<file path="src/iqgo_defines.vh">
// Register indices, field positions, reset values and constants of the IQ gain, offset and coarse mixer block.
`ifndef IQGO_DEFINES_VH
`define IQGO_DEFINES_VH
`define IQGO_IDX_C_OFS      6'h0A
`define IQGO_IDX_D_OFS      6'h0B
`define IQGO_IDX_A_GAIN     6'h0C
`define IQGO_IDX_MIX_B_GAIN 6'h0D
`define IQGO_IDX_C_GAIN     6'h0E
`define IQGO_IDX_AB_PHASE   6'h10
`define IQGO_IDX_SYNC_EN    6'h1E
`define IQGO_IDX_STATUS     6'h1F
`define IQGO_OFS_MSB        12
`define IQGO_GAIN_MSB       10
`define IQGO_MIX_MSB        15
`define IQGO_MIX_LSB        12
`define IQGO_PHASE_MSB      11
`define IQGO_MIX_FS8        15
`define IQGO_MIX_FS4        14
`define IQGO_MIX_FS2        13
`define IQGO_MIX_NFS4       12
`define IQGO_SYNC_CD_BIT    0
`define IQGO_SYNC_AB_BIT    1
`define IQGO_OFS_RESET      13'h0000
`define IQGO_GAIN_RESET     11'h400
`define IQGO_MIX_RESET      4'h0
`define IQGO_PHASE_RESET    12'h000
`define IQGO_SYNC_RESET     2'h0
`define IQGO_GAIN_FRAC      10
`define IQGO_COS45          18'h05A82
`define IQGO_COS45_SHIFT    15
`define IQGO_POS_MAX        32'sh00007FFF
`define IQGO_NEG_MIN        -32'sh00008000
`endif

</file>
<file path="src/iqgo_fifo.v">
// Sample FIFO with valid and ready on both sides.
`timescale 1ns/10ps
module iqgo_fifo #(
  parameter W     = 64,
  parameter DEPTH = 16,
  parameter AW    = 4
) (
  input  wire          pclk,
  input  wire          presetn,
  input  wire          ce,
  input  wire          in_valid,
  input  wire [W-1:0]  in_data,
  output reg           in_ready,
  output wire          out_valid,
  output wire [W-1:0]  out_data,
  input  wire          out_ready,
  output wire [AW:0]   level
);
  reg  [W-1:0]  mem_q [0:DEPTH-1];
  reg  [AW-1:0] wr_q;
  reg  [AW-1:0] rd_q;
  reg  [AW:0]   cnt_q;
  wire          push;
  wire          pop;
  wire [AW:0]   cnt_d;
  integer       i;

  assign push      = in_valid & in_ready;
  assign pop       = out_valid & out_ready;
  assign out_valid = (cnt_q != {(AW+1){1'b0}});
  assign out_data  = mem_q[rd_q];
  assign level     = cnt_q;
  assign cnt_d     = cnt_q + {{AW{1'b0}}, push} - {{AW{1'b0}}, pop};

  // The ready flag is registered so that it reflects the count after this edge.
  always @(posedge pclk or negedge presetn)
  begin
    if (!presetn)
    begin
      wr_q     <= {AW{1'b0}};
      rd_q     <= {AW{1'b0}};
      cnt_q    <= {(AW+1){1'b0}};
      in_ready <= 1'b0;
      for (i = 0; i < DEPTH; i = i + 1)
        mem_q[i] <= {W{1'b0}};
    end
    else if (ce)
    begin
      if (push)
      begin
        mem_q[wr_q] <= in_data;
        wr_q        <= wr_q + 1'b1;
      end
      if (pop)
        rd_q <= rd_q + 1'b1;
      cnt_q    <= cnt_d;
      in_ready <= (cnt_d != DEPTH[AW:0]);
    end
  end
endmodule

</file>
<file path="src/iqgo_top.v">
// APB register file and coarse mixer for four sample channels, with gain correction on A, B and C and offset correction on C and D.
// What this block does
// - Channel D has a 13-bit offset word in bits 12:0 of its register, in converter LSBs, reset to zero.
// - Every gain word is an unsigned 11-bit multiplier from 0 to 1.9990 with ten fraction bits.
// - Channel A has its own gain word in bits 10:0 of its register, reset to unity, 0x400.
// - Channel B has its own gain word in bits 10:0 of the register that also holds the mixer field, reset to unity.
// - Channel C has its own gain word in bits 10:0 of its register, reset to unity.
// - The coarse mixer field in bits 15:12 resets to zero and selects fs/8, fs/4, fs/2 and minus fs/4 shifts.
// - Mixer bits set together add up to a total shift of plus or minus n times fs/8.
// - Unassigned bits reset to zero, read as zero and ignore written values.
// - With auto-sync on, a write to the channel C offset loads both C and D offsets together; a D write alone does not.
// - With auto-sync on, the A and B gains take effect only when the AB phase register is written.
`timescale 1ns/10ps
`include "iqgo_defines.vh"
module iqgo_top #(
  parameter FIFO_DEPTH = 16,
  parameter FIFO_AW    = 4
) (
  input  wire        pclk,
  input  wire        presetn,
  input  wire        ce,
  input  wire        psel,
  input  wire        penable,
  input  wire        pwrite,
  input  wire [7:0]  paddr,
  input  wire [31:0] pwdata,
  output reg  [31:0] prdata,
  output reg         pready,
  output reg         pslverr,
  input  wire        in_valid,
  input  wire [63:0] in_data,
  output wire        in_ready,
  output reg         out_valid,
  output reg  [63:0] out_data,
  input  wire        out_ready
);
  reg  [12:0] channel_c_offset_word;
  reg  [12:0] channel_d_offset_word;
  reg  [10:0] channel_a_gain_word;
  reg  [10:0] channel_b_gain_word;
  reg  [10:0] channel_c_gain_word;
  reg  [3:0]  mix_mode_q;
  reg  [11:0] ab_phase_word;
  reg  [1:0]  sync_en_q;
  reg  [12:0] act_ofs_c_q;
  reg  [12:0] act_ofs_d_q;
  reg  [10:0] act_gain_a_q;
  reg  [10:0] act_gain_b_q;
  reg  [2:0]  mix_acc_q;
  reg         s1_valid_q;
  reg  [71:0] s1_data_q;
  reg  [31:0] rd_d;
  reg         hit_d;
  wire        fifo_valid;
  wire [63:0] fifo_data;
  wire [FIFO_AW:0] fifo_level;
  wire        adv;
  wire        take;
  wire        setup;
  wire        wr_en;
  wire [5:0]  idx;
  wire [2:0]  mix_step;
  wire [35:0] rot_ab;
  wire [35:0] rot_cd;

  // Rotates the pair (i, q) by m times 45 degrees.
  function [35:0] rotate;
    input [2:0]         m;
    input signed [17:0] i;
    input signed [17:0] q;
    reg signed [35:0] ti;
    reg signed [35:0] tq;
    reg signed [17:0] ri;
    reg signed [17:0] rq;
    begin
      ti = 36'sd0;
      tq = 36'sd0;
      ri = i;
      rq = q;
      if (m[0])
      begin
        ti = (i - q) * $signed(`IQGO_COS45);
        tq = (i + q) * $signed(`IQGO_COS45);
        ri = ti[17+`IQGO_COS45_SHIFT:`IQGO_COS45_SHIFT];
        rq = tq[17+`IQGO_COS45_SHIFT:`IQGO_COS45_SHIFT];
      end
      case (m[2:1])
        2'd1:    rotate = {-rq, ri};
        2'd2:    rotate = {-ri, -rq};
        2'd3:    rotate = {rq, -ri};
        default: rotate = {ri, rq};
      endcase
    end
  endfunction

  // Scales by an unsigned gain, adds a signed offset and saturates to 16 bits.
  function [15:0] correct;
    input signed [17:0] x;
    input [10:0]        g;
    input [12:0]        ofs;
    reg signed [31:0] p;
    reg signed [31:0] s;
    begin
      p = x * $signed({1'b0, g});
      s = (p >>> `IQGO_GAIN_FRAC) + $signed({{19{ofs[12]}}, ofs});
      if (s > `IQGO_POS_MAX)
        correct = 16'h7FFF;
      else if (s < `IQGO_NEG_MIN)
        correct = 16'h8000;
      else
        correct = s[15:0];
    end
  endfunction

  iqgo_fifo #(
    .W     (64),
    .DEPTH (FIFO_DEPTH),
    .AW    (FIFO_AW)
  ) u_fifo (
    .pclk      (pclk),
    .presetn   (presetn),
    .ce        (ce),
    .in_valid  (in_valid),
    .in_data   (in_data),
    .in_ready  (in_ready),
    .out_valid (fifo_valid),
    .out_data  (fifo_data),
    .out_ready (take),
    .level     (fifo_level)
  );

  assign idx   = paddr[7:2];
  assign setup = psel & ~penable & ~pready;
  assign wr_en = psel & penable & pready & pwrite & ~pslverr;

  // The mixer step sums fs/8 units of the enabled shifts modulo eight.
  assign mix_step = (mix_mode_q[`IQGO_MIX_FS8  - `IQGO_MIX_LSB] ? 3'd1 : 3'd0) +
                    (mix_mode_q[`IQGO_MIX_FS4  - `IQGO_MIX_LSB] ? 3'd2 : 3'd0) +
                    (mix_mode_q[`IQGO_MIX_FS2  - `IQGO_MIX_LSB] ? 3'd4 : 3'd0) +
                    (mix_mode_q[`IQGO_MIX_NFS4 - `IQGO_MIX_LSB] ? 3'd6 : 3'd0);

  // The pipeline moves when the output register is free or being drained.
  assign adv  = ~out_valid | out_ready;
  assign take = adv & (~s1_valid_q | adv) & fifo_valid;

  assign rot_ab = rotate(mix_acc_q, {{2{fifo_data[15]}}, fifo_data[15:0]},
                         {{2{fifo_data[31]}}, fifo_data[31:16]});
  assign rot_cd = rotate(mix_acc_q, {{2{fifo_data[47]}}, fifo_data[47:32]},
                         {{2{fifo_data[63]}}, fifo_data[63:48]});

  // Read data and address decode for the register file.
  always @*
  begin
    rd_d  = 32'h0000_0000;
    hit_d = 1'b1;
    case (idx)
      `IQGO_IDX_C_OFS:      rd_d = {19'h00000, channel_c_offset_word};
      `IQGO_IDX_D_OFS:      rd_d = {19'h00000, channel_d_offset_word};
      `IQGO_IDX_A_GAIN:     rd_d = {21'h000000, channel_a_gain_word};
      `IQGO_IDX_MIX_B_GAIN: rd_d = {16'h0000, mix_mode_q, 1'b0, channel_b_gain_word};
      `IQGO_IDX_C_GAIN:     rd_d = {21'h000000, channel_c_gain_word};
      `IQGO_IDX_AB_PHASE:   rd_d = {20'h00000, ab_phase_word};
      `IQGO_IDX_SYNC_EN:    rd_d = {30'h00000000, sync_en_q};
      `IQGO_IDX_STATUS:     rd_d = {23'h000000, s1_valid_q, fifo_valid, {(6-FIFO_AW){1'b0}}, fifo_level};
      default:              hit_d = 1'b0;
    endcase
  end

  // APB slave answers in the first cycle of the access phase.
  always @(posedge pclk or negedge presetn)
  begin
    if (!presetn)
    begin
      pready  <= 1'b0;
      pslverr <= 1'b0;
      prdata  <= 32'h0000_0000;
    end
    else if (ce)
    begin
      pready <= setup;
      if (setup)
      begin
        pslverr <= ~hit_d | (pwrite & (idx == `IQGO_IDX_STATUS));
        prdata  <= pwrite ? 32'h0000_0000 : rd_d;
      end
      else
      begin
        pslverr <= 1'b0;
        prdata  <= 32'h0000_0000;
      end
    end
  end

  // Software visible registers and the active copies used by the datapath.
  always @(posedge pclk or negedge presetn)
  begin
    if (!presetn)
    begin
      channel_c_offset_word <= `IQGO_OFS_RESET;
      channel_d_offset_word <= `IQGO_OFS_RESET;
      channel_a_gain_word   <= `IQGO_GAIN_RESET;
      channel_b_gain_word   <= `IQGO_GAIN_RESET;
      channel_c_gain_word   <= `IQGO_GAIN_RESET;
      mix_mode_q            <= `IQGO_MIX_RESET;
      ab_phase_word         <= `IQGO_PHASE_RESET;
      sync_en_q             <= `IQGO_SYNC_RESET;
      act_ofs_c_q           <= `IQGO_OFS_RESET;
      act_ofs_d_q           <= `IQGO_OFS_RESET;
      act_gain_a_q          <= `IQGO_GAIN_RESET;
      act_gain_b_q          <= `IQGO_GAIN_RESET;
    end
    else if (ce & wr_en)
    begin
      case (idx)
        `IQGO_IDX_C_OFS:
        begin
          channel_c_offset_word <= pwdata[`IQGO_OFS_MSB:0];
          if (sync_en_q[`IQGO_SYNC_CD_BIT])
          begin
            act_ofs_c_q <= pwdata[`IQGO_OFS_MSB:0];
            act_ofs_d_q <= channel_d_offset_word;
          end
        end
        `IQGO_IDX_D_OFS:      channel_d_offset_word <= pwdata[`IQGO_OFS_MSB:0];
        `IQGO_IDX_A_GAIN:     channel_a_gain_word <= pwdata[`IQGO_GAIN_MSB:0];
        `IQGO_IDX_MIX_B_GAIN:
        begin
          channel_b_gain_word <= pwdata[`IQGO_GAIN_MSB:0];
          mix_mode_q          <= pwdata[`IQGO_MIX_MSB:`IQGO_MIX_LSB];
        end
        `IQGO_IDX_C_GAIN:     channel_c_gain_word <= pwdata[`IQGO_GAIN_MSB:0];
        `IQGO_IDX_AB_PHASE:
        begin
          ab_phase_word <= pwdata[`IQGO_PHASE_MSB:0];
          if (sync_en_q[`IQGO_SYNC_AB_BIT])
          begin
            act_gain_a_q <= channel_a_gain_word;
            act_gain_b_q <= channel_b_gain_word;
          end
        end
        `IQGO_IDX_SYNC_EN:    sync_en_q <= pwdata[1:0];
        default:              sync_en_q <= sync_en_q;
      endcase
    end
  end

  // Stage one applies the coarse mixer, stage two the gain and offset.
  always @(posedge pclk or negedge presetn)
  begin
    if (!presetn)
    begin
      mix_acc_q  <= 3'd0;
      s1_valid_q <= 1'b0;
      s1_data_q  <= 72'h0;
      out_valid  <= 1'b0;
      out_data   <= 64'h0;
    end
    else if (ce & adv)
    begin
      s1_valid_q <= fifo_valid;
      if (take)
      begin
        s1_data_q <= {rot_cd, rot_ab};
        mix_acc_q <= mix_acc_q + mix_step;
      end
      out_valid <= s1_valid_q;
      if (s1_valid_q)
      begin
        out_data[15:0]  <= correct(s1_data_q[35:18], act_gain_a_q, 13'h0000);
        out_data[31:16] <= correct(s1_data_q[17:0], act_gain_b_q, 13'h0000);
        out_data[47:32] <= correct(s1_data_q[71:54], channel_c_gain_word, act_ofs_c_q);
        out_data[63:48] <= correct(s1_data_q[53:36], `IQGO_GAIN_RESET, act_ofs_d_q);
      end
    end
  end
endmodule

</file>
<file path="config.mk">
export PLATFORM = sky130hd
export DESIGN_NAME = iqgo_top
export DESIGN_NICKNAME = d
export VERILOG_FILES = /design/src/iqgo_fifo.v /design/src/iqgo_top.v
export VERILOG_INCLUDE_DIRS = /design/src
export SDC_FILE = /design/constraint.sdc
export NUM_CORES = 2
export LEC_CHECK = 0
export BUFFER_PORTS_ARGS = -buffer_cell sky130_fd_sc_hd__buf_2
export CAP_MARGIN = 20
export CORE_UTILIZATION = 50
export DETAILED_ROUTE_END_ITERATION = 7
export HOLD_SLACK_MARGIN = 0.02
export PLACE_DENSITY = 0.68
export SLEW_MARGIN = 30
export SYNTH_ARGS = -nofsm -noshare
export SYNTH_HDL_FRONTEND = slang
export SYNTH_SLANG_ARGS = --single-unit
</file>
<file path="constraint.sdc">
create_clock -name pclk -period 23.2 [get_ports pclk]
set_clock_uncertainty 0.1 [all_clocks]
set_input_delay 2.32 -clock pclk [delete_from_list [all_inputs] [get_ports pclk]]
set_output_delay 2.32 -clock pclk [all_outputs]
set_load 0.1 [all_outputs]
</file>
==> impl_metrics.py <==
metrics = {
    "layout": {
        "syn_to_final_growth_pct": 8.17,
        "multi_input_area_sq_um": 64200,
        "instances_no_fill": 11751,
        "nets": 10611,
        "drive_above_1_share": 0.232,
        "regArea_sq_um": 33100,
        "fillers": 17155,
    },
    "route": {
        "ant_nets": 0,
        "vias_per_cell": 5.86,
        "wirelength_microns": 259000,
        "wl_per_cell_microns": 22.0,
        "drtPass1Iterations": 6,
        "drt_iter0_drc": 4756,
        "routed-via-count": 68849,
        "drc": 0,
    },
    "timing": {
        "hold_viol": 0,
        "setup_violations": 0,
        "period_minus_slack_ps": 13890,
        "fmax_mhz": 72.0,
        "relSlewSlack": 0.274,
        "tightest_slew_ps": 1080,
        "maxSlewViolCount": 0,
        "finalSetupTns_ps": 0,
        "rsz0062_at_grt": "false",
        "finalCritPeriodShare": 0.599,
    },
    "floorplanning": {
        "die_y_microns": 456,
        "dieArea_sq_um": 208000,
        "initial_core_util": 0.504,
        "rows": 166,
        "die_w_microns": 456,
        "ios": 212,
        "core-area_sq_um": 205000,
    },
    "setup_path": {
        "crit_family": "compound AO/OA/AOI/OAI gates",
        "cp_max_fo": 39,
        "worstSetupPathType": "reg2reg",
        "crit_required_ps": 23710,
        "arrival_ps": 14390,
        "critPathBufInv": 7,
        "cp_slowest_stage_delay_ps": 720,
        "endpoint_kind": "flip-flop",
        "slowest_stage": "a221oi_1",
        "critPathLaunchType": "flip-flop",
    },
    "clock_tree": {
        "post_cts_buffers": 0,
        "cts_hold_buffers": 0,
        "htree_levels": 4,
        "cts_resized": 0,
        "cts_tree": "built",
        "clk_pin_slew_ps": 80,
        "root_buffer": "clkbuf_16",
        "clock-sinks": 1322,
        "cts_made_buffers": 143,
        "clk_latency_ps": 840,
        "cts_buffer_depth": 3,
    },
    "global_routing": {
        "grt_max_degree": 193,
        "gr-total-overflow": 0,
        "grt_pass1_wl_microns": 413000,
        "grt_pass1_vias": 73045,
        "antenna_found_initial": 29,
        "grt_usage": 0.251,
    },
    "synthesis": {
        "yosys_warnings": 0,
        "synth_most_common_cell": "dfrtp_1",
        "synth_common_cells": "dfrtp_1 (1317), mux2_2 (1158), inv_1 (1075), fa_1 (782), ha_1 (773)",
        "netlist.area_leader.share": 0.319,
        "synthArstFlopShare": 1.00,
        "ys.flop_type": "dfrtp_1",
        "ys_seq_area_frac": 0.321,
        "synth.area.top_cells": "dfrtp_1 (32%), fa_1 (15%), mux2_2 (13%)",
        "yosys.area.top_type": "dfrtp_1",
        "ys_ff_latch": 1322,
        "synth_edf_count": 0,
        "syn_area_sq_um": 103000,
        "synth.distinct_cells": 100,
        "netlist_instances": 9028,
        "avgSynthCellArea_sq_um": 11.4,
    },
    "placed_design": {
        "dp_cells": 11480,
        "port_buffers": 177,
        "place_congestion": 0.899,
        "post-dp-hpwl_microns": 183000,
    },
    "job": {
        "drv_cap": 0,
    },
    "min_path": {
        "hp-class": "reg2reg",
    },
    "status": {
        "status": "finished clean",
    },
}
==> sequential cells by signal, indices dropped and copies added, names as in the netlist, 11 cells and up <==
name and flops:
channel_a_gain_word 11, prdata 16, channel_c_offset_word 13, act_ofs_c_q 13, channel_c_gain_word 11, u_fifo.mem_q 1024, out_data 64, channel_d_offset_word 13
ab_phase_word 12, act_gain_b_q 11, act_gain_a_q 11, s1_data_q 72, channel_b_gain_word 11, act_ofs_d_q 13
==> worst register-to-register path: cells and delay by family, from the launching register on <==
family                   cells  cell delay (ps)
AO/OA/AOI/OAI               14             3880
AND/OR/NAND/NOR              4             1360
multiplexers                 3             1610
flip-flops                   1              640
buffers and inverters        7             2740
adder cells (fa/ha/maj)      8             3380
==> through the flow <==
stage               utilization  hold slack [ps]  setup WS (ps)  area [sq um]
global route              0.545              409           8360        112000
finish                    0.545              384           9310        112000
global placement          0.518              358           9060        106000
detailed placement        0.520              375           8910        106000
CTS                       0.544              389           8870        111000
floorplan                     -              347          12220        103000
==> logic make-up (layout without fill, tap and decap cells) <==
group / count (synthesis) / in the layout / synth area share
muxes: 1508 / 1508 / 0.199
xor gates and xnor gates: 284 / 284 / 0.0241
buffers and inverters: 1594 / 1606 / 0.0606
DFF: 1322 / 1322 / 0.321
adders and majority gates: 1555 / 1555 / 0.245
and+or+nand+nor: 1702 / 1702 / 0.0801
other: 1 / 24 / 0.0000363
AOI/OAI and AO/OA: 1062 / 1062 / 0.0706
==> cell usage in the layout, fill, tap and decap left out, types with 46 or more instances in the layout <==
master / synthesis / final
nor2_1: 286 / 269
dfrtp_1: 1317 / 1310
buf_2: 19 / 176
a31oi_1: 46 / 46
buf_4: 24 / 66
mux2_2: 1158 / 1158
a21oi_1: 268 / 266
o21ai_0: 155 / 155
and2_1: 288 / 288
ha_1: 773 / 773
inv_1: 1075 / 1073
fa_1: 782 / 782
clkbuf_16: 0 / 143
xor2_1: 97 / 97
nand2b_1: 47 / 47
a211oi_1: 51 / 49
nand3_1: 80 / 79
mux4_2: 316 / 316
nor3_1: 88 / 84
xnor2_1: 187 / 187
nand2_1: 653 / 652
a21o_1: 100 / 100
==> worst paths after layout <==
kind,cells after the start,end,from,slack [ps]
max in group asynchronous,6,u_fifo.mem_q[195],presetn,18910
setup / recovery,36,s1_data_q[14],u_fifo.rd_q[0],9310
hold reg to reg,1,s1_data_q[47],s1_data_q[47],380
min in group asynchronous,1,u_fifo.level[0],presetn,1270
hold / removal,1,s1_data_q[47],s1_data_q[47],380
setup reg to reg,36,s1_data_q[14],u_fifo.rd_q[0],9310
==> per-layer routing <==
metal  vias to the layer above  GRT usage  wire length, microns
li1                      30774          -                     -
met2                      1752      0.419                125000
met4                        32     0.0743                  7310
met5                         -          0                   189
met3                       430     0.0377                 14400
met1                     35861      0.340                112000
==> cell type report <==
type                            count  area share
Multi-Input combinational cell   6127       0.575
Sequential cell                  1322       0.297
Clock inverter                     48     0.00696
Clock buffer                      208      0.0373
Timing Repair Buffer              272      0.0179
Antenna cell                        8    0.000179
Inverter                         1078      0.0363
Tap cell                         2688      0.0301
Power is not shown: default switching activity piles up to over one toggle a cycle in this logic, so the estimate is an artifact.
